### src/cl_pkg.sv
package cl_pkg;
   // Clock and time base
   localparam int CLK_HZ = 100_000_000;
   localparam int CLK_PERIOD_NS = 10;
   localparam int CHECK_UNIT_NS = 100_000_000;  // Silence check step, 0.1 s
   localparam int WAIT_UNIT_NS = 1_000_000;     // Reply wait step, 1 ms
   localparam int CHECK_UNIT_CYC = CHECK_UNIT_NS / CLK_PERIOD_NS;
   localparam int WAIT_UNIT_CYC = WAIT_UNIT_NS / CLK_PERIOD_NS;
   // Bit rates
   localparam int BAUD_0 = 4800;
   localparam int BAUD_1 = 9600;
   localparam int BAUD_2 = 19200;
   localparam int BAUD_3 = 38400;
   // Register byte addresses
   localparam logic [7:0] A_CFG = 8'h00;
   localparam logic [7:0] A_RETRY = 8'h04;
   localparam logic [7:0] A_CHECK = 8'h08;
   localparam logic [7:0] A_STOP = 8'h0c;
   localparam logic [7:0] A_WAIT = 8'h10;
   localparam logic [7:0] A_STAT = 8'h14;
   localparam logic [7:0] A_CTRL = 8'h18;
   // Field layout of the configuration and control registers
   localparam int F_STN = 0;
   localparam int F_RATE = 5;
   localparam int F_CH8 = 7;
   localparam int F_STOP2 = 8;
   localparam int F_PAR = 9;
   localparam int F_WAITEN = 11;
   localparam int F_STORE = 12;
   localparam int F_CLR = 0;
   // Status layout
   localparam int S_ALM = 0;
   localparam int S_WARN = 1;
   localparam int S_DECEL = 2;
   localparam int S_COAST = 3;
   localparam int S_HTMP = 4;
   localparam int S_REPLY = 5;
   localparam int S_FST = 8;
   localparam int S_ERRC = 16;
   // Special values and reset values
   localparam logic [13:0] NO_LIMIT = 14'h270f;  // 9999
   localparam logic [13:0] RETRY_RST = 14'h0001;
   localparam logic [13:0] CHECK_RST = 14'h0000;
   localparam logic [1:0] PAR_NONE = 2'h0;
   localparam logic [1:0] PAR_ODD = 2'h1;
   localparam logic [1:0] PAR_EVEN = 2'h2;
   localparam logic [1:0] SM_COAST = 2'h0;
   localparam logic [1:0] SM_DECEL = 2'h1;
   localparam logic [1:0] SM_AUTO = 2'h2;
   localparam logic [7:0] TRIP_CODE_DEF = 8'h5a;  // Arbitrary value
   localparam logic [11:0] FRAME_IDLE = 12'hfff;

   typedef enum logic [2:0] {
      L_IDLE = 3'b001,
      L_WAIT = 3'b010,
      L_REPLY = 3'b100
   } cl_link_t;

   typedef enum logic [4:0] {
      F_OK = 5'b00001,
      F_COASTING = 5'b00010,
      F_DECEL = 5'b00100,
      F_TRIP = 5'b01000,
      F_AUTO = 5'b10000
   } cl_fault_t;

   // Configuration register: station, character framing, reply wait enable and storage select
   typedef struct packed {
      logic store_ram;  // First member is the top bit of the field layout
      logic wait_en;
      logic [1:0] par;
      logic stop2;
      logic ch8;
      logic [1:0] rate;
      logic [4:0] station;
   } cl_cfg_t;

   // Finished request reported by the message parser
   typedef struct packed {
      logic done;
      logic ack;
      logic sum_err;
      logic [4:0] station;
   } cl_req_t;

   // Serial shifter state
   typedef struct packed {
      logic busy;
      logic [15:0] cnt;
      logic [3:0] idx;
      logic [11:0] sh;
   } cl_ser_t;
endpackage

### src/cl_link_ctrl.sv
`timescale 1ns/100ps
module cl_link_ctrl import cl_pkg::*; #(
   parameter int CHECK_CYC = CHECK_UNIT_CYC,
   parameter int WAIT_CYC = WAIT_UNIT_CYC
) (
   input wire logic CLK_SYS,
   input wire logic RST,
   input wire logic [7:0] ADDR,
   input wire logic [31:0] WDATA,
   input wire logic WR,
   input wire logic RD,
   output logic [31:0] RDATA,
   input wire logic RXD,
   output logic TXD,
   output logic LINK_DE_N,
   output logic RX_VALID,
   output logic [7:0] RX_DATA,
   input wire cl_req_t REQ,
   input wire logic TX_VALID,
   input wire logic [7:0] TX_DATA,
   input wire logic TX_LAST,
   output logic TX_READY,
   output logic REPLY_RETRY,
   input wire logic NET_MODE,
   input wire logic CMD_UPD,
   input wire logic CMD_RUN,
   input wire logic [15:0] CMD_SPEED,
   input wire logic STOPPED,
   output logic RUN_OUT,
   output logic [15:0] SPEED_OUT,
   output logic DECEL_STOP,
   output logic COAST_STOP,
   output logic RESTART,
   output logic FAULT_ALARM,
   output logic LINK_WARN,
   output logic [7:0] TRIP_CODE,
   output logic HIST_WR,
   output logic HIST_TEMP,
   output logic HIST_RESTORE,
   input wire logic PARAM_WR,
   output logic NV_WR,
   output logic RAM_WR
);
   typedef struct packed {
      cl_cfg_t cfg;
      logic [13:0] retry_lim;
      logic [13:0] check_iv;
      logic [1:0] smode;
      logic [7:0] wait_ms;
      logic [31:0] rdata;
      cl_ser_t rx;
      logic rx_v;
      logic [7:0] rx_d;
      logic req_err;
      cl_ser_t tx;
      logic tx_last;
      cl_link_t link;
      logic [7:0] wait_left;
      logic [16:0] ms_cnt;
      logic retry_rep;
      logic [13:0] err_cnt;
      logic warn;
      logic [23:0] tick_cnt;
      logic [13:0] sil_cnt;
      logic sil_arm;
      cl_fault_t fst;
      logic hist_wr;
      logic hist_rst;
      logic restart;
      logic nv_wr;
      logic ram_wr;
      logic cmd_run;
      logic [15:0] cmd_speed;
   } cl_state_t;

   cl_state_t r_reg;
   cl_state_t r_next;

   // Bit period in clock cycles for a rate code
   function automatic logic [15:0] bit_cycles(input logic [1:0] rate);
      int b;
      case (rate)
         2'h0: b = CLK_HZ / BAUD_0;
         2'h1: b = CLK_HZ / BAUD_1;
         2'h2: b = CLK_HZ / BAUD_2;
         default: b = CLK_HZ / BAUD_3;
      endcase
      return b[15:0];
   endfunction

   // Bits per character: start, data, optional parity, stops
   function automatic logic [3:0] frame_bits(input cl_cfg_t c);
      logic [3:0] n;
      n = 4'h9;
      if (c.ch8) begin
         n = n + 4'h1;
      end
      if (c.par != PAR_NONE) begin
         n = n + 4'h1;
      end
      if (c.stop2) begin
         n = n + 4'h1;
      end
      return n;
   endfunction

   // Parity bit to send for a character
   function automatic logic par_bit(input cl_cfg_t c, input logic [7:0] d);
      logic [7:0] m;
      m = c.ch8 ? d : {1'b0, d[6:0]};
      return (^m) ^ (c.par == PAR_ODD);
   endfunction

   logic [3:0] nbits;
   logic [3:0] dlen;
   logic [15:0] bdiv;
   logic trip_evt;
   logic clear_evt;
   logic good_req;
   logic bad_req;
   logic [7:0] rd8;
   logic [11:0] frm;
   logic pbit;
   logic fr_err;

   assign nbits = frame_bits(r_reg.cfg);
   assign dlen = r_reg.cfg.ch8 ? 4'h8 : 4'h7;
   assign bdiv = bit_cycles(r_reg.cfg.rate);

   always_comb begin
      r_next = r_reg;
      trip_evt = 1'b0;
      clear_evt = 1'b0;
      good_req = 1'b0;
      bad_req = 1'b0;
      rd8 = 8'h00;
      frm = FRAME_IDLE;
      pbit = 1'b0;
      fr_err = 1'b0;
      r_next.rx_v = 1'b0;
      r_next.hist_wr = 1'b0;
      r_next.hist_rst = 1'b0;
      r_next.restart = 1'b0;
      r_next.nv_wr = 1'b0;
      r_next.ram_wr = 1'b0;

      // Register writes
      if (WR) begin
         case (ADDR)
            A_CFG: r_next.cfg = WDATA[F_STORE:F_STN];
            A_RETRY: r_next.retry_lim = WDATA[13:0];
            A_CHECK: r_next.check_iv = WDATA[13:0];
            A_STOP: r_next.smode = WDATA[1:0];
            A_WAIT: r_next.wait_ms = WDATA[7:0];
            A_CTRL: clear_evt = WDATA[F_CLR];
            default: ;
         endcase
      end

      // Register reads, data stand in the next cycle
      r_next.rdata = 32'h0000_0000;
      if (RD) begin
         case (ADDR)
            A_CFG: r_next.rdata[F_STORE:F_STN] = r_reg.cfg;
            A_RETRY: r_next.rdata[13:0] = r_reg.retry_lim;
            A_CHECK: r_next.rdata[13:0] = r_reg.check_iv;
            A_STOP: r_next.rdata[1:0] = r_reg.smode;
            A_WAIT: r_next.rdata[7:0] = r_reg.wait_ms;
            A_STAT: begin
               r_next.rdata[S_ALM] = FAULT_ALARM;
               r_next.rdata[S_WARN] = r_reg.warn;
               r_next.rdata[S_DECEL] = DECEL_STOP;
               r_next.rdata[S_COAST] = COAST_STOP;
               r_next.rdata[S_HTMP] = HIST_TEMP;
               r_next.rdata[S_REPLY] = (r_reg.link == L_REPLY);
               r_next.rdata[S_FST +: 5] = r_reg.fst;
               r_next.rdata[S_ERRC +: 14] = r_reg.err_cnt;
            end
            default: ;
         endcase
      end

      // Receiver, no new start bit taken while our own driver is on
      if (!r_reg.rx.busy) begin
         if (!RXD && !r_reg.tx.busy) begin
            r_next.rx.busy = 1'b1;
            r_next.rx.cnt = {1'b0, bdiv[15:1]};
            r_next.rx.idx = 4'h0;
            r_next.rx.sh = FRAME_IDLE;
         end
      end else if (r_reg.rx.cnt != 16'h0000) begin
         r_next.rx.cnt = r_reg.rx.cnt - 16'h0001;
      end else if (r_reg.rx.idx == 4'h0 && RXD) begin
         r_next.rx.busy = 1'b0;  // False start bit
      end else begin
         r_next.rx.sh[r_reg.rx.idx] = RXD;
         r_next.rx.idx = r_reg.rx.idx + 4'h1;
         r_next.rx.cnt = bdiv - 16'h0001;
         if (r_reg.rx.idx == nbits - 4'h1) begin
            frm = r_next.rx.sh;
            rd8 = r_reg.cfg.ch8 ? frm[8:1] : {1'b0, frm[7:1]};
            pbit = frm[dlen + 4'h1];
            fr_err = !frm[nbits - 4'h1];
            if (r_reg.cfg.stop2 && !frm[nbits - 4'h2]) begin
               fr_err = 1'b1;
            end
            if (r_reg.cfg.par != PAR_NONE && pbit != par_bit(r_reg.cfg, rd8)) begin
               fr_err = 1'b1;
            end
            r_next.rx.busy = 1'b0;
            r_next.rx_v = 1'b1;
            r_next.rx_d = rd8;
            r_next.req_err = r_reg.req_err | fr_err;
         end
      end

      // Request completion, addressed to this station or not
      if (REQ.done) begin
         r_next.req_err = 1'b0;
         r_next.sil_cnt = 14'h0000;
         if (NET_MODE) begin
            r_next.sil_arm = 1'b1;
         end
         if (REQ.station == r_reg.cfg.station && !REQ.ack
               && r_reg.link == L_IDLE) begin
            if (r_reg.req_err || REQ.sum_err) begin
               bad_req = 1'b1;
            end else begin
               good_req = 1'b1;
            end
            r_next.retry_rep = bad_req;
            r_next.wait_left = r_reg.wait_ms;
            r_next.ms_cnt = 17'(WAIT_CYC - 1);
            r_next.link = r_reg.cfg.wait_en ? L_WAIT : L_REPLY;
         end
      end

      // Reply waiting time
      if (r_reg.link == L_WAIT) begin
         if (r_reg.wait_left == 8'h00) begin
            r_next.link = L_REPLY;
         end else if (r_reg.ms_cnt == 17'h00000) begin
            r_next.ms_cnt = 17'(WAIT_CYC - 1);
            r_next.wait_left = r_reg.wait_left - 8'h01;
         end else begin
            r_next.ms_cnt = r_reg.ms_cnt - 17'h00001;
         end
      end

      // Transmitter
      if (TX_READY && TX_VALID) begin
         frm = FRAME_IDLE;
         frm[0] = 1'b0;
         for (int i = 0; i < 8; i++) begin
            if (4'(i) < dlen) begin
               frm[i + 1] = TX_DATA[i];
            end
         end
         if (r_reg.cfg.par != PAR_NONE) begin
            frm[dlen + 4'h1] = par_bit(r_reg.cfg, TX_DATA);
         end
         r_next.tx.busy = 1'b1;
         r_next.tx.sh = frm;
         r_next.tx.idx = nbits - 4'h1;
         r_next.tx.cnt = bdiv - 16'h0001;
         r_next.tx_last = TX_LAST;
      end else if (r_reg.tx.busy) begin
         if (r_reg.tx.cnt != 16'h0000) begin
            r_next.tx.cnt = r_reg.tx.cnt - 16'h0001;
         end else if (r_reg.tx.idx != 4'h0) begin
            r_next.tx.sh = {1'b1, r_reg.tx.sh[11:1]};
            r_next.tx.idx = r_reg.tx.idx - 4'h1;
            r_next.tx.cnt = bdiv - 16'h0001;
         end else begin
            r_next.tx.busy = 1'b0;
            if (r_reg.tx_last) begin
               r_next.link = L_IDLE;
            end
         end
      end

      // Consecutive error counting
      if (good_req) begin
         r_next.err_cnt = 14'h0000;
         r_next.warn = 1'b0;
      end else if (bad_req) begin
         if (r_reg.retry_lim == NO_LIMIT) begin
            r_next.warn = 1'b1;
         end else begin
            r_next.err_cnt = r_reg.err_cnt + 14'h0001;
            trip_evt = (r_next.err_cnt >= r_reg.retry_lim);
         end
      end

      // Silence check in 0.1 s steps
      if (!NET_MODE || r_reg.check_iv == NO_LIMIT) begin
         r_next.sil_arm = 1'b0;
         r_next.sil_cnt = 14'h0000;
      end else if (r_reg.check_iv == 14'h0000) begin
         trip_evt = trip_evt | r_reg.sil_arm;
      end else if (r_reg.sil_arm && !REQ.done) begin
         if (r_reg.tick_cnt == 24'h000000) begin
            r_next.tick_cnt = 24'(CHECK_CYC - 1);
            r_next.sil_cnt = r_reg.sil_cnt + 14'h0001;
         end else begin
            r_next.tick_cnt = r_reg.tick_cnt - 24'h000001;
         end
         if (r_reg.sil_cnt >= r_reg.check_iv) begin
            trip_evt = 1'b1;
            r_next.sil_cnt = 14'h0000;
         end
      end
      if (REQ.done) begin
         r_next.tick_cnt = 24'(CHECK_CYC - 1);
      end

      // Fault sequencing by stop mode
      case (r_reg.fst)
         F_OK: begin
            if (trip_evt) begin
               case (r_reg.smode)
                  SM_DECEL: r_next.fst = F_DECEL;
                  SM_AUTO: r_next.fst = F_AUTO;
                  default: begin
                     r_next.fst = F_COASTING;
                     r_next.hist_wr = 1'b1;
                  end
               endcase
            end
         end
         F_DECEL: begin
            if (STOPPED) begin
               r_next.fst = F_TRIP;
               r_next.hist_wr = 1'b1;
            end
         end
         F_AUTO: begin
            if (good_req) begin
               r_next.fst = F_OK;
               r_next.restart = 1'b1;
               r_next.hist_rst = 1'b1;
               r_next.sil_cnt = 14'h0000;
            end
         end
         F_COASTING, F_TRIP: begin
            if (clear_evt) begin
               r_next.fst = F_OK;
               r_next.err_cnt = 14'h0000;
               r_next.sil_arm = 1'b0;
            end
         end
         default: r_next.fst = F_OK;
      endcase

      // Commands are frozen during a fault so a restart reuses them
      if (CMD_UPD && r_reg.fst == F_OK) begin
         r_next.cmd_run = CMD_RUN;
         r_next.cmd_speed = CMD_SPEED;
      end

      // Parameter write storage target
      if (PARAM_WR) begin
         r_next.ram_wr = 1'b1;
         r_next.nv_wr = !r_reg.cfg.store_ram;
      end
   end

   // State register
   always_ff @(posedge CLK_SYS) begin
      if (RST) begin
         r_reg <= '0;
         r_reg.rx.sh <= FRAME_IDLE;
         r_reg.tx.sh <= FRAME_IDLE;
         r_reg.retry_lim <= RETRY_RST;
         r_reg.check_iv <= CHECK_RST;
         r_reg.link <= L_IDLE;
         r_reg.fst <= F_OK;
      end else begin
         r_reg <= r_next;
      end
   end

   // Outputs
   assign RDATA = r_reg.rdata;
   assign TXD = r_reg.tx.busy ? r_reg.tx.sh[0] : 1'b1;
   assign LINK_DE_N = !r_reg.tx.busy;
   assign RX_VALID = r_reg.rx_v;
   assign RX_DATA = r_reg.rx_d;
   assign TX_READY = (r_reg.link == L_REPLY) && !r_reg.tx.busy;
   assign REPLY_RETRY = r_reg.retry_rep;
   assign RUN_OUT = r_reg.cmd_run && (r_reg.fst == F_OK);
   assign SPEED_OUT = r_reg.cmd_speed;
   assign DECEL_STOP = (r_reg.fst == F_DECEL) || (r_reg.fst == F_AUTO);
   assign COAST_STOP = (r_reg.fst == F_COASTING);
   assign RESTART = r_reg.restart;
   assign FAULT_ALARM = (r_reg.fst == F_COASTING) || (r_reg.fst == F_TRIP);
   assign LINK_WARN = r_reg.warn;
   assign TRIP_CODE = (r_reg.fst == F_OK) ? 8'h00 : TRIP_CODE_DEF;
   assign HIST_WR = r_reg.hist_wr;
   assign HIST_TEMP = (r_reg.fst == F_AUTO);
   assign HIST_RESTORE = r_reg.hist_rst;
   assign NV_WR = r_reg.nv_wr;
   assign RAM_WR = r_reg.ram_wr;
endmodule

### config.mk
export PLATFORM = sky130hd
export DESIGN_NAME = cl_link_ctrl
export DESIGN_NICKNAME = d
export VERILOG_FILES = /design/src/cl_pkg.sv /design/src/cl_link_ctrl.sv
export SDC_FILE = /design/constraint.sdc
export NUM_CORES = 1
export LEC_CHECK = 0
export BUFFER_PORTS_ARGS = -buffer_cell sky130_fd_sc_hd__buf_4
export CORE_MARGIN = 3
export CORE_UTILIZATION = 25
export DETAILED_ROUTE_END_ITERATION = 8
export PLACE_DENSITY = 0.42
export SETUP_SLACK_MARGIN = 0.1
export SLEW_MARGIN = 10
export SYNTH_ARGS = -nofsm -noshare
export SYNTH_HDL_FRONTEND = slang
export SYNTH_SLANG_ARGS = --single-unit
### constraint.sdc
create_clock -name CLK_SYS -period 3 [get_ports CLK_SYS]
set_input_delay 0 -clock CLK_SYS [delete_from_list [all_inputs] [get_ports CLK_SYS]]
set_output_delay 0 -clock CLK_SYS [all_outputs]
set_load 0.05 [all_outputs]
==> results of run 1 <==
[power by group through the flow]
| stage | Clock, µW | Sequential [µW] | Combinational (µW) |
|---|---|---|---|
| global placement | 0 | 3730 | 914 |
| finish | 4300 | 3660 | 985 |
| CTS | 4470 | 3660 | 976 |
| floorplan | 0 | 3730 | 660 |
| global route | 4630 | 3670 | 1070 |
| detailed placement | 0 | 3740 | 918 |
[routing by layer]
metal	GRT usage	up-vias	routed length [µm]
met1	0.205	6265	21900
met4	0.0382	0	1030
met5	0	-	0
li1	-	6646	-
met3	0.0303	69	2400
met2	0.243	275	21700
[critical path, delay by kind of cell (launching register included)]
kind	cells	cell delay [ps]
compound gates	4	800
simple gates	6	730
fa+ha+maj	2	480
flops	1	360
xor+xnor	1	150
buf+inv	1	150
[worst max path at each step]
| stage | from | cells past startpoint | endpoint |
|---|---|---|---|
| after floorplan | r_reg[67]$_SDFF_PP0_ | 13 | r_reg[24]$_SDFFE_PP0P_ |
| after global placement | r_reg[68]$_SDFF_PP0_ | 14 | r_reg[24]$_SDFFE_PP0P_ |
| after detailed placement | r_reg[68]$_SDFF_PP0_ | 14 | r_reg[24]$_SDFFE_PP0P_ |
| after CTS | r_reg[69]$_SDFF_PP0_ | 13 | r_reg[24]$_SDFFE_PP0P_ |
| after global routing | r_reg[68]$_SDFF_PP0_ | 14 | r_reg[24]$_SDFFE_PP0P_ |
| final | r_reg[68]$_SDFF_PP0_ | 14 | r_reg[24]$_SDFFE_PP0P_ |
[cell type report]
type	count	area (µm²)	share of cell area
Multi-Input combinational cell	1321	8170	0.446
Sequential cell	265	5310	0.290
Timing Repair Buffer	299	2450	0.134
Clock buffer	52	1050	0.0574
Tap cell	756	946	0.0516
Inverter	71	267	0.0145
Clock inverter	13	128	0.00697
[Yosys cell counts, types with 12 or more instances]
master	n	area [µm²]
nand4_1	16	100
mux2i_1	42	420
buf_4	64	480
xnor2_1	46	403
nor2b_1	15	93.8
a211o_1	12	105
o21ai_0	71	355
nand3_1	49	245
clkbuf_1	73	274
a211oi_1	14	105
or3_1	19	119
inv_1	71	267
and3_1	31	194
nor4_1	27	169
dfxtp_1	265	5310
a21o_1	13	97.6
or4_1	12	90.1
xor2_1	34	298
a22oi_1	15	113
nand2b_1	23	144
ha_1	59	738
mux2_2	15	169
nand3b_1	12	90.1
nor2_1	227	852
nor3_1	61	305
a21oi_1	132	661
a311oi_1	17	149
nand2_1	218	818
[stage by stage]
| step | hold WS (ps) | TNS (ps) | cells | instance area (µm²) |
|---|---|---|---|---|
| after global routing | 99.6 | 0 | 2777 | 18300 |
| after floorplan | 121 | 0 | 1804 | 14400 |
| after CTS | 1.89 | 0 | 2773 | 18200 |
| after global placement | 249 | 0 | 2632 | 16200 |
| final | 26.3 | 0 | 2777 | 18300 |
| after detailed placement | 256 | -152 | 2632 | 16200 |
[cells by family (layout without fill, tap and decap cells)]
logic type	Yosys count	after routing	share of synthesized area
simple gates	754	754	0.249
compound gates	360	360	0.161
flops	265	265	0.368
buf+inv	218	435	0.0763
xor+xnor	80	80	0.0486
fa+ha+maj	60	60	0.0526
mux	59	59	0.0440
other cells	1	8	0.000260
[what timing repair did]
| action | CTS | global route |
|---|---|---|
| setup buffers | 1 | 4 |
| setup endpoints to repair | 6 | 11 |
| gates resized for setup | 6 | 28 |
| pin swaps | 0 | 8 |
| hold buffers | 75 | 0 |
| hold endpoints to repair | 96 | 0 |
==> flow_metrics.tcl, run 1 <==
set metrics [dict create \
    die-width_um 246 \
    drt_wl_total_um 47000 \
    final-hold-violation-count 0 \
    final_common_cell "dfxtp_1" \
    rrSetupSlack_ps 190 \
    finalCritPeriodShare 0.937 \
    setup_viol 0 \
    clock_latency_ps 550 \
    vias 13300 \
    syn_area_um2 14400 \
    avgRoutedWirePerCell_um 16.9 \
    initial_core_util 0.254 \
    setup_ws_ps 190 \
    async_flop_share 0 \
    max-slew-margin-rel 0.380 \
    min-delay-start "TX_VALID" \
    clock_power_share 0.481 \
    power.density_nw_per_um2 488 \
    drt-pass1-iter-count 6 \
    pwr-share-seq 0.409 \
    synth_edf_count 0 \
    ys_warn_count 0 \
    ys_seq_area_frac 0.368 \
    slowest_delay_ps 360 \
    numCtsBuffers 36 \
    die_height_um 246 \
    rr_startpoint "r_reg[68]$_SDFF_PP0_" \
    max_freq_ghz 0.356 \
    nets 2138 \
    cp_max_fo 3 \
    clock_sinks 265 \
    leakagePower_uw 0.00736 \
    yosysUniqueCellTypes 80 \
    grt_pass1_wl_um 72900 \
    reg2reg_to "r_reg[24]$_SDFFE_PP0P_" \
    tightestPinTransition_ps 927 \
    port_buffers 137 \
    p_int_uw 6610 \
    skew_ps 17.7 \
    fin_total_pwr_uw 8950 \
    grt_pass1_vias 12700 \
    clk_pin_slew_ps 60 \
    layout-drive-gt1-share 0.173 \
    syn_area_per_cell_um2 8.02 \
    r2r_cells 14 \
    grt_use_total 0.151 \
    swShare 0.261 \
    status "finished clean" \
    drc 0 \
    synth-seq-cells 265 \
    layout_common_cells "263 x dfxtp_1, 223 x nor2_1, 222 x buf_4" \
    largest_reg_flops 206 \
    fillers 6014 \
    worst_setup_path_start_kind "register" \
    syn2layout_area_growth_pct 27.1 \
    combPwrFrac 0.110 \
    crit_type "register to register" \
    crit_path_frequent_cell "nor2_1" \
    required_ps 3410 \
    cts_buffer_depth 3 \
    maxSlewViolCount 0 \
    end_kind "register" \
    overflow 0 \
    vdd_ir_drop_max_v 0.000291 \
    drt-vias-per-instance 4.77 \
    hold_path.class "primary input to register" \
    switchingPower_uw 2330 \
    fin_util 0.323 \
    min_period_ps 2810 \
    cp_slowest_cell "dfxtp_1" \
    h-tree-depth 2 \
    post-place-ws_ps -75.2 \
    drtIter0Drc 791 \
    die_area_um2 60600 \
    grt_max_degree 106 \
    antenna_cells 0 \
    dp_hpwl_um 34200 \
    whs_path_depth 4 \
    place.gp.congestion 0.841 \
    io_pins 164 \
    cap_viol_max_count 0 \
    worstPathCellList "ha_2 -> and3_4 -> nand3_2 -> nor2b_2 -> nand2_1 -> xnor2_2 -> ha_1 -> o2111ai_2 -> nor2_1 -> a2111oi_4 -> o21ai_1 -> buf_4 -> a31oi_1 -> nor2_1" \
    cts_root_buf "clkbuf_16" \
    synth_ff_type "dfxtp_1" \
    drtAntennaViolNets 0 \
    crit_arrival_ps 3220 \
    holdPathEnd "r_reg[120]$_SDFFE_PP1P_" \
    core_area_um2 56700 \
    cts_tree "built" \
    row_count 87 \
    antenna_found_initial 0 \
    syn_inst 1797 \
    rsz0062_at_grt "true" \
]
(Power assumes the default switching activity.)
==> run 2: changes to the inputs <==
CTS_BUF_LIST = sky130_fd_sc_hd__clkbuf_8   (was not set)
==> flow_metrics.tcl, run 2 (synthesized netlist as in run 1, its figures left out) <==
set metrics [dict create \
    skew_ps 36.5 \
    holdPathEnd "REPLY_RETRY$_SDFFE_PP0P_" \
    whs_path_depth 6 \
    final-hold-violation-count 0 \
    use_met1 0.204 \
    clock_sinks 265 \
    setup_ws_ps 175 \
    overflow 0 \
    min_period_ps 2820 \
    finalCritPeriodShare 0.942 \
    grt_pass1_vias 12800 \
    power.density_nw_per_um2 463 \
    end_kind "register" \
    drt-pass1-iter-count 7 \
    die_height_um 246 \
    worst_setup_path_start_kind "register" \
    rr_startpoint "r_reg[68]$_SDFF_PP0_" \
    drtIter0Drc 833 \
    final_common_cell "dfxtp_1" \
    rsz0062_at_grt "false" \
    clock_latency_ps 650 \
    cap_viol_max_count 0 \
    slowest_delay_ps 360 \
    required_ps 3510 \
    rrSetupSlack_ps 180 \
    die_area_um2 60600 \
    largest_reg_flops 206 \
    dp_hpwl_um 34200 \
    worstPathCellList "ha_2 -> and3_4 -> nand3_4 -> nor2b_4 -> nand2_1 -> xnor2_2 -> ha_1 -> o2111ai_2 -> nor2_2 -> a2111oi_4 -> o21ai_1 -> buf_4 -> a31oi_4 -> nor2_1" \
    drt_wl_total_um 47100 \
    cp_num_buf_inv 1 \
    r2r_cells 14 \
    antenna_cells 0 \
    core_area_um2 56700 \
    grt.busiest_layer "met2" \
    syn2layout_area_growth_pct 26.7 \
    setup_viol 0 \
    cts_root_buf "clkbuf_8" \
    post-place-ws_ps -75.2 \
    cp_num_cells 14 \
    fillers 6026 \
    antenna_found_initial 0 \
    initial_core_util 0.254 \
    reg2reg_to "r_reg[24]$_SDFFE_PP0P_" \
    avgRoutedWirePerCell_um 16.8 \
    min-delay-start "REQ[3]" \
    layout-drive-gt1-share 0.183 \
    fin_total_pwr_uw 8460 \
    place.gp.congestion 0.841 \
    met2_usage 0.246 \
    die-width_um 246 \
    maxSlewViolCount 0 \
    cts_tree "built" \
    fin_tns_setup_ps 0 \
    vias 13400 \
    whs_ps 118 \
    drt-vias-per-instance 4.78 \
    h-tree-depth 2 \
    tightestPinTransition_ps 890 \
    multi_input_area_um2 8230 \
    nets 2152 \
    io_pins 164 \
    leakagePower_uw 0.00731 \
    numCtsBuffers 53 \
    layout_common_cells "262 x dfxtp_1, 222 x nor2_1, 220 x buf_4" \
    grt_max_degree 106 \
    grt_use_total 0.151 \
    cts_buffer_depth 3 \
    drtAntennaViolNets 0 \
    register_area_um2 5310 \
    vdd_ir_drop_max_v 0.000276 \
    cp_max_fo 3 \
    clk_pin_slew_ps 60 \
    grt_pass1_wl_um 72700 \
    gr-usage-met3 0.0307 \
    row_count 87 \
    crit_arrival_ps 3330 \
    hold_path.class "primary input to register" \
    status "finished clean" \
    drc 0 \
    max_freq_ghz 0.354 \
    max-slew-margin-rel 0.405 \
    cp_slowest_cell "a2111oi_4" \
    port_buffers 137 \
    crit_type "register to register" \
    crit_family "compound AO/OA/AOI/OAI gates" \
]
## run 2: worst max path at each step
stage,to,startpoint
5_1_grt,r_reg[24]$_SDFFE_PP0P_,r_reg[68]$_SDFF_PP0_
3_5_place_dp,r_reg[24]$_SDFFE_PP0P_,r_reg[68]$_SDFF_PP0_
3_3_place_gp,r_reg[24]$_SDFFE_PP0P_,r_reg[68]$_SDFF_PP0_
4_1_cts,r_reg[24]$_SDFFE_PP0P_,r_reg[68]$_SDFF_PP0_
2_1_floorplan,r_reg[24]$_SDFFE_PP0P_,r_reg[67]$_SDFF_PP0_
6_report,r_reg[24]$_SDFFE_PP0P_,r_reg[68]$_SDFF_PP0_
## run 2: worst register-to-register path, stage by stage, from the launching register on
cell and delay, ps:
dfxtp_2 340, ha_2 180, and3_4 200, nand3_4 110
nor2b_4 130, nand2_1 90, xnor2_2 150, ha_1 290
o2111ai_2 250, nor2_2 70, a2111oi_4 360, o21ai_1 140
buf_4 170, a31oi_4 160, nor2_1 50
## run 2: area by class of cell
cell class                      instances  share of cell area
Clock buffer                           65              0.0490
Clock inverter                         26              0.0100
Inverter                               71              0.0146
Multi-Input combinational cell       1321               0.451
Sequential cell                       265               0.291
Tap cell                              756              0.0518
Timing Repair Buffer                  296               0.133
## run 2: through the flow
step                      utilization  instances  cell area [µm²]
after floorplan                     -       1804            14400
after global placement          0.286       2632            16200
after detailed placement        0.286       2632            16200
after CTS                       0.318       2798            18100
after global routing            0.322       2800            18300
final                           0.322       2800            18300
## run 2: what timing repair did
action	in CTS	in global routing
resized for setup	6	38
endpoints found under the hold margin	127	0
buffers inserted	1	2
pin swaps	1	14
hold buffers	74	0
endpoints found under the setup margin	6	11
## run 2: metal layers
| layer | vias to the layer above | share of wire |
|---|---|---|
| met4 | 0 | 0.015 |
| li1 | 6669 | - |
| met2 | 291 | 0.47 |
| met3 | 58 | 0.050 |
| met5 | - | 0 |
| met1 | 6355 | 0.47 |
## run 2: report_power, final
group | total (µW) | leakage (µW) | internal, µW | switching [µW]
Sequential | 3660 | 0.00215 | 3600 | 64.4
Combinational | 998 | 0.00455 | 413 | 585
Clock | 3800 | 0.000616 | 2120 | 1680
